<file path="config.mk">
export PLATFORM = sky130hd
export DESIGN_NAME = fps_sequencer
export DESIGN_NICKNAME = d
export VERILOG_FILES = /design/src/inc/fps_pkg.sv /design/src/design/fps_sequencer.sv
export VERILOG_INCLUDE_DIRS = /design/src /design/src/inc
export SDC_FILE = /design/constraint.sdc
export NUM_CORES = 1
export LEC_CHECK = 0
export BUFFER_PORTS_ARGS = -buffer_cell sky130_fd_sc_hd__buf_2
export CORE_ASPECT_RATIO = 0.7
export CORE_MARGIN = 5
export CORE_UTILIZATION = 30
export DETAILED_ROUTE_END_ITERATION = 7
export PLACE_DENSITY_LB_ADDON = 0.05
export SLEW_MARGIN = 40
export SYNTH_ARGS = -nofsm -noshare
export SYNTH_HDL_FRONTEND = slang
export SYNTH_SLANG_ARGS = --single-unit
</file>
<file path="constraint.sdc">
create_clock -name i_ref_clk -period 8.6 [get_ports i_ref_clk]
set_clock_uncertainty 0.15 [all_clocks]
set_input_delay 1.72 -clock i_ref_clk [delete_from_list [all_inputs] [get_ports i_ref_clk]]
set_output_delay 1.72 -clock i_ref_clk [all_outputs]
set_load 0.02 [all_outputs]
</file>
<file path="src/inc/fps_consts.svh">
// timing counts, trip levels and voltage code scaling for the fault sequencer
// assumes a 125 MHz reference clock and millivolt-scaled sense values
`ifndef FPS_CONSTS_SVH
`define FPS_CONSTS_SVH
`define FPS_CLK_MHZ       125
`define FPS_OC_QUAL_NS    40000
`define FPS_REEN_NS       46000
`define FPS_OV_QUAL_NS    500
// least times, rounded up to whole cycles
`define FPS_OC_QUAL_CYC   ((`FPS_OC_QUAL_NS * `FPS_CLK_MHZ + 999) / 1000)
`define FPS_REEN_CYC      ((`FPS_REEN_NS * `FPS_CLK_MHZ + 999) / 1000)
`define FPS_OV_QUAL_CYC   ((`FPS_OV_QUAL_NS * `FPS_CLK_MHZ + 999) / 1000)
`define FPS_OV_MARGIN_MV  17'sh0015e
`define FPS_OV_FLOOR_MV   17'sh003e8
`define FPS_NV_TRIP_MV    16'shffba
`define FPS_NV_CLEAR_MV   16'sh0000
`define FPS_CODE_BASE_MV  245
`define FPS_CODE_STEP_MV  5
`define FPS_CNT_W         16
`endif

</file>
<file path="src/inc/fps_pkg.sv">
// types shared by the fault protection sequencer
// constants live in fps_consts.svh
package fps_pkg;
  typedef enum logic [1:0] {
    OV_IDLE,
    OV_CLAMP,
    OV_NEG
  } fps_ov_e;

  typedef struct packed {
    logic signed [15:0] output_sense;
    logic [7:0]         commanded_voltage_code;
  } fps_sense_s;

  typedef struct packed {
    logic overcurrent_trip;
    logic overvoltage_trip;
    logic negative_voltage_trip;
  } fps_fault_s;
endpackage

</file>
<file path="src/design/fps_sequencer.sv">
// fault protection sequencer for one regulator rail: qualifies overcurrent and
// overvoltage, masks them around voltage transitions, forces the gate drives.
// assumes all inputs synchronous to i_ref_clk; sense values in millivolts.
`timescale 1ns/1ns
`include "fps_consts.svh"

module fps_sequencer #(
  parameter int unsigned NPH         = 3,
  parameter int unsigned OC_QUAL_CYC = `FPS_OC_QUAL_CYC,
  parameter int unsigned REEN_CYC    = `FPS_REEN_CYC,
  parameter int unsigned OV_QUAL_CYC = `FPS_OV_QUAL_CYC,
  parameter int unsigned CUR_W       = 12
) (
  input  wire logic               i_ref_clk,
  input  wire logic               i_rst,
  input  wire logic               i_rail_en,
  input  wire logic               i_transition_alert,
  input  wire fps_pkg::fps_sense_s i_sense,
  input  wire logic [CUR_W-1:0]   i_current_monitor,
  input  wire logic [CUR_W-1:0]   i_first_setting_pin_oc,
  input  wire logic [NPH-1:0]     i_pwm_high,
  input  wire logic [NPH-1:0]     i_pwm_low,
  output logic [NPH-1:0]          o_high_side_gate,
  output logic [NPH-1:0]          o_low_side_gate,
  output fps_pkg::fps_fault_s     o_fault,
  output logic                    o_mask_active
);

  localparam int CW = `FPS_CNT_W;

  logic               alert_q;
  logic               mask_q;
  logic [CW-1:0]      mask_cnt_q;
  logic [1:0]         cond;
  logic [1:0]         hit;
  logic [CW-1:0]      lim [2];
  logic [CW-1:0]      cnt_q [2];
  logic signed [16:0] cmd_mv;
  logic signed [16:0] ov_ref_mv;
  logic signed [16:0] sense_ext;
  logic               oc_q;
  logic               oc_d;
  fps_pkg::fps_ov_e   state_q;
  fps_pkg::fps_ov_e   state_d;
  logic [NPH-1:0]     high_d;
  logic [NPH-1:0]     low_d;

  // masking window: opens on the alert's rising edge, closes after REEN_CYC
  always_ff @(posedge i_ref_clk) begin
    if (i_rst) begin
      alert_q <= 1'b0;
    end else begin
      alert_q <= i_transition_alert;
    end
  end

  always_ff @(posedge i_ref_clk) begin
    if (i_rst) begin
      mask_q     <= 1'b0;
      mask_cnt_q <= '0;
    end else if (i_transition_alert && !alert_q) begin
      mask_q     <= 1'b1;
      mask_cnt_q <= '0;
    end else if (mask_q) begin
      if (mask_cnt_q == CW'(REEN_CYC - 1)) begin
        mask_q <= 1'b0;
      end else begin
        mask_cnt_q <= mask_cnt_q + 1'b1;
      end
    end
  end

  // a new alert inside the window restarts it, so the window is always
  // measured from the most recent transition start
  assign o_mask_active = mask_q;

  // commanded level in mV; code zero means the rail is commanded off
  always_comb begin
    cmd_mv = 17'sh00000;
    if (i_sense.commanded_voltage_code != 8'h00) begin
      cmd_mv = 17'(`FPS_CODE_BASE_MV + `FPS_CODE_STEP_MV * int'(i_sense.commanded_voltage_code));
    end
  end

  always_comb begin
    if (cmd_mv > `FPS_OV_FLOOR_MV) begin
      ov_ref_mv = cmd_mv + `FPS_OV_MARGIN_MV;
    end else begin
      ov_ref_mv = `FPS_OV_FLOOR_MV + `FPS_OV_MARGIN_MV;
    end
  end

  assign sense_ext = 17'(i_sense.output_sense);

  // raw conditions; the threshold input is the decoded setting pin value
  assign cond[0] = (i_current_monitor > i_first_setting_pin_oc) && !mask_q;
  assign cond[1] = (sense_ext > ov_ref_mv) && !mask_q;
  assign lim[0]  = CW'(OC_QUAL_CYC);
  assign lim[1]  = CW'(OV_QUAL_CYC);

  // qualification timers: count consecutive cycles, any dropout restarts
  for (genvar gi = 0; gi < 2; gi++) begin : g_qual
    always_ff @(posedge i_ref_clk) begin
      if (i_rst || !i_rail_en || !cond[gi]) begin
        cnt_q[gi] <= '0;
      end else if (cnt_q[gi] != lim[gi] - 1'b1) begin
        cnt_q[gi] <= cnt_q[gi] + 1'b1;
      end
    end
    assign hit[gi] = cond[gi] && (cnt_q[gi] == lim[gi] - 1'b1);
  end

  assign oc_d = oc_q || hit[0];

  always_ff @(posedge i_ref_clk) begin
    if (i_rst || !i_rail_en) begin
      oc_q <= 1'b0;
    end else begin
      oc_q <= oc_d;
    end
  end

  // overvoltage sequence: clamp, and bounce into the negative trip and back
  always_comb begin
    state_d = state_q;
    unique case (state_q)
      fps_pkg::OV_IDLE: begin
        if (hit[1]) begin
          state_d = fps_pkg::OV_CLAMP;
        end
      end
      fps_pkg::OV_CLAMP: begin
        if (i_sense.output_sense < `FPS_NV_TRIP_MV) begin
          state_d = fps_pkg::OV_NEG;
        end
      end
      fps_pkg::OV_NEG: begin
        if (i_sense.output_sense > `FPS_NV_CLEAR_MV) begin
          state_d = fps_pkg::OV_CLAMP;
        end
      end
    endcase
  end

  always_ff @(posedge i_ref_clk) begin
    if (i_rst || !i_rail_en) begin
      state_q <= fps_pkg::OV_IDLE;
    end else begin
      state_q <= state_d;
    end
  end

  // gate overrides follow the next state so the clamp lands with the latch;
  // rail disable hands the gates back to the modulator on the same edge
  always_comb begin
    high_d = i_pwm_high;
    low_d  = i_pwm_low;
    unique case (i_rail_en ? state_d : fps_pkg::OV_IDLE)
      fps_pkg::OV_IDLE: begin
        high_d = i_pwm_high;
        low_d  = i_pwm_low;
      end
      fps_pkg::OV_CLAMP: begin
        high_d = '0;
        low_d  = '1;
      end
      fps_pkg::OV_NEG: begin
        high_d = '0;
        low_d  = '0;
      end
    endcase
  end

  always_ff @(posedge i_ref_clk) begin
    if (i_rst) begin
      o_high_side_gate <= '0;
      o_low_side_gate  <= '0;
    end else begin
      o_high_side_gate <= high_d;
      o_low_side_gate  <= low_d;
    end
  end

  // fault flags mirror the latches on the same edge
  always_ff @(posedge i_ref_clk) begin
    if (i_rst || !i_rail_en) begin
      o_fault <= '0;
    end else begin
      o_fault.overcurrent_trip      <= oc_d;
      o_fault.overvoltage_trip      <= (state_d != fps_pkg::OV_IDLE);
      o_fault.negative_voltage_trip <= (state_d == fps_pkg::OV_NEG);
    end
  end
endmodule // fps_sequencer

</file>
==> qor.yml <==
status: "completed"
start_util_pct: 30.3
setup_viol: 0
slew_headroom_pct: 53.0
drv_cap: 0
yosysTopAreaCell: "edfxtp_1"
syn-num-nets: 634
hold_path.startpoint: "o_fault[2]$_SDFF_PP0_"
dr.pass1.iters: 4
placementRows: 38
setup_tns_ns: 0
synth_cells: 522
required_ns: 8.72
grt_max_degree: 18
ys.flop_type: "edfxtp_1"
path_max_fanout: 8
antenna_cells: 0
cellPowerDensity_mw_per_mm2: 156
antenna_found_initial: 0
clk_pin_slew_ns: 0.06
critical_path.slowest_cell: "mux2i_1"
post-cts-setup-buffers: 0
critPathLaunchType: "primary input"
gr-total-overflow: 0
dp_slack_ns: 1.34
die-area_mm2: 0.0182
max_stage_delay_ns: 0.54
fmax_mhz: 145
yosysWarnings: 0
synth.most_common_cell: "nor2_1"
worstPathCellList: "buf_2 -> ha_1 -> fa_1 -> ha_1 -> o21ai_0 -> a22oi_1 -> mux2i_1 -> a21bo_2 -> o31ai_1 -> nand3_1 -> ha_1 -> nand4_1 -> nor2_1 -> a2111oi_4 -> a2111oi_4 -> nor3b_2 -> or3b_2 -> ha_1 -> nor3_1 -> and2_1"
worstReg2RegStart: "cnt_q[1][0]$_SDFFCE_PN0P_"
drive_above_1_share_pct: 17.2
synth_top_area_share_pct: 20.6
rrSetupSlack_ns: 5.45
syn_area_mm2: 0.00467
synth_common_cells: "65 x nor2_1, 50 x ha_1, 40 x inv_1"
tritoncts: "done"
synth.top_cells.by_area: "edfxtp_1 21%, ha_1 13%, dfxtp_1 12%, nor2_1 5.2%, xor2_1 5.1%"
die_width_um: 159
power_leakage_nw: 2.28
yosys.cell_types.count: 66
crit_type: "primary input to flop"
synth_edf_count: 32
finalCritPeriodShare_pct: 80.4
r2r-end: "o_high_side_gate[2]$_SDFF_PP0_"
layout.nets: 705
worst_slew_pin_slew_ns: 0.702
ys_seq_elements: 61
min_path_type: "flop to flop"
wirelength_um: 11000
synthArstFlopShare_pct: 0
viasPerCell: 4.78
io_pins: 68
post_drt_wl_per_cell_um: 13.7
synth.avg_cell_area_um2: 8.95
hold_violations: 0
min_to: "o_fault[2]$_SDFF_PP0_"
multiInputGateArea_mm2: 0.00295
rsz0062_at_grt: "no"
grt_usage_pct: 12.5
cts_max_level: 3
drc_errors: 0
ir_drop_v: 0.0000830
fin_crit_ns: 6.92
cts_buffers: 9
maxSlewViolCount: 0
dpl.hpwl_um: 8860
ant_nets: 0
cts_sinks: 61
worstSetupEndpointType: "flop"
clock_path_buffers: 2
critical_path_arrival_ns: 7.04
setup_ws_ns: 1.68
cts_resized: 0
nFillCells: 1610
grt_pass1_wl_um: 18900
critPathMostFrequentCell: "ha_1"
grt_pass1_vias: 3773
cts_hold_buffers: 0
die_h_um: 114
clkLatencyLatePin_ns: 0.32
placeableCoreArea_mm2: 0.0154
syn_to_final_growth_pct: 18.0
portBuffers: 67
reg2regPathDepth: 11
synth-seq-area-share_pct: 33.0
layout.area.seq_mm2: 0.00154
route.vias.total: 3812
gp_congestion: 0.801
root_buffer: "clkbuf_16"
hold_path_depth: 2
first_iter_violations: 190
-- per-stage QoR --
step / power [mW] / instances / util, % / hold slack [ns] / area, um2
after floorplan: 0.477 / 522 / - / 0.273 / 4670
after CTS: 0.872 / 798 / 35.8 / 0.306 / 5510
final: 0.861 / 798 / 35.8 / 0.304 / 5510
after global routing: 0.921 / 798 / 35.8 / 0.365 / 5510
after global placement: 0.535 / 781 / 33.9 / 0.300 / 5220
after detailed placement: 0.536 / 782 / 34.0 / 0.297 / 5240
-- placed cells by master (no fill, tap or decap), types with 3 or more instances in the layout --
cell type   n
dfxtp_1    29
clkbuf_16   9
o21ai_0    17
nand4_1    24
xnor2_1    17
nand2_1    36
a21o_1      8
and4_1      4
and3_1      7
nor3_1      7
nor3b_1     3
inv_1      40
nor4_1      8
and2_1      9
nand3_1    22
clkinv_2    3
nand2b_1    8
nor2_1     65
fa_1        4
edfxtp_1   32
a21oi_1    23
o21bai_1    3
xor2_1     27
a221o_1     3
or3_1       7
nor2b_1     9
a211oi_1    3
buf_2      67
ha_1       50
-- cells by family (layout without fill, tap and decap cells) --
logic type	Yosys count	after routing	synth area share [%]
and+or+nand+nor	223	223	24.6
AOI/OAI and AO/OA	89	89	14.4
muxes	3	3	0.669
buffers and inverters	48	124	3.99
xor gates and xnor gates	44	44	8.25
DFF	61	61	33.0
adders and majority gates	54	54	15.1
-- layout make-up --
type	instances	share of cell area [%]
Multi-Input combinational cell	413	53.5
Sequential cell	61	28.0
Timing Repair Buffer	68	6.29
Tap cell	200	4.54
Clock buffer	10	4.33
Inverter	40	2.72
Clock inverter	6	0.658
-- worst max-delay path by stage --
stage | from | end | slack [ns] | depth (start not counted)
floorplan | i_sense[1] | o_high_side_gate[0]$_SDFF_PP0_ | 1.96 | 20
global placement | i_sense[1] | o_high_side_gate[0]$_SDFF_PP0_ | 1.50 | 20
detailed placement | i_sense[1] | o_high_side_gate[2]$_SDFF_PP0_ | 1.34 | 20
CTS | i_sense[1] | o_high_side_gate[2]$_SDFF_PP0_ | 1.66 | 20
global route | i_sense[3] | o_high_side_gate[1]$_SDFF_PP0_ | 1.13 | 20
finish | i_sense[1] | o_high_side_gate[2]$_SDFF_PP0_ | 1.68 | 20
-- power breakdown --
group | internal, mW | switching [mW] | total (mW)
sequential | 0.307 | 0.00310 | 0.310
clock | 0.202 | 0.129 | 0.331
combinational | 0.0939 | 0.126 | 0.220
total | 0.602 | 0.259 | 0.861
-- flip-flops by register name, indices dropped and copies added (netlist names) --
signal,cells
o_high_side_gate,3
o_mask_active,1
o_low_side_gate,3
state_q,2
o_fault,3
mask_cnt_q,16
cnt_q,32
alert_q,1
-- critical path, delay by kind of cell --
kind | cells | cell delay (ns)
adders and majority gates | 5 | 1.58
muxes | 1 | 0.54
buffers and inverters | 1 | 0.12
and+or+nand+nor | 7 | 1.54
AOI/OAI and AO/OA | 6 | 1.51
-- metal layers --
layer	track usage, %	vias to the layer above	routed length, um
li1	-	2028	-
met2	18.2	65	4470
met5	0	-	0
met1	19.0	1715	5990
met4	2.39	0	61
met3	2.95	4	441
Note: power is estimated with default switching activity, not from simulation.
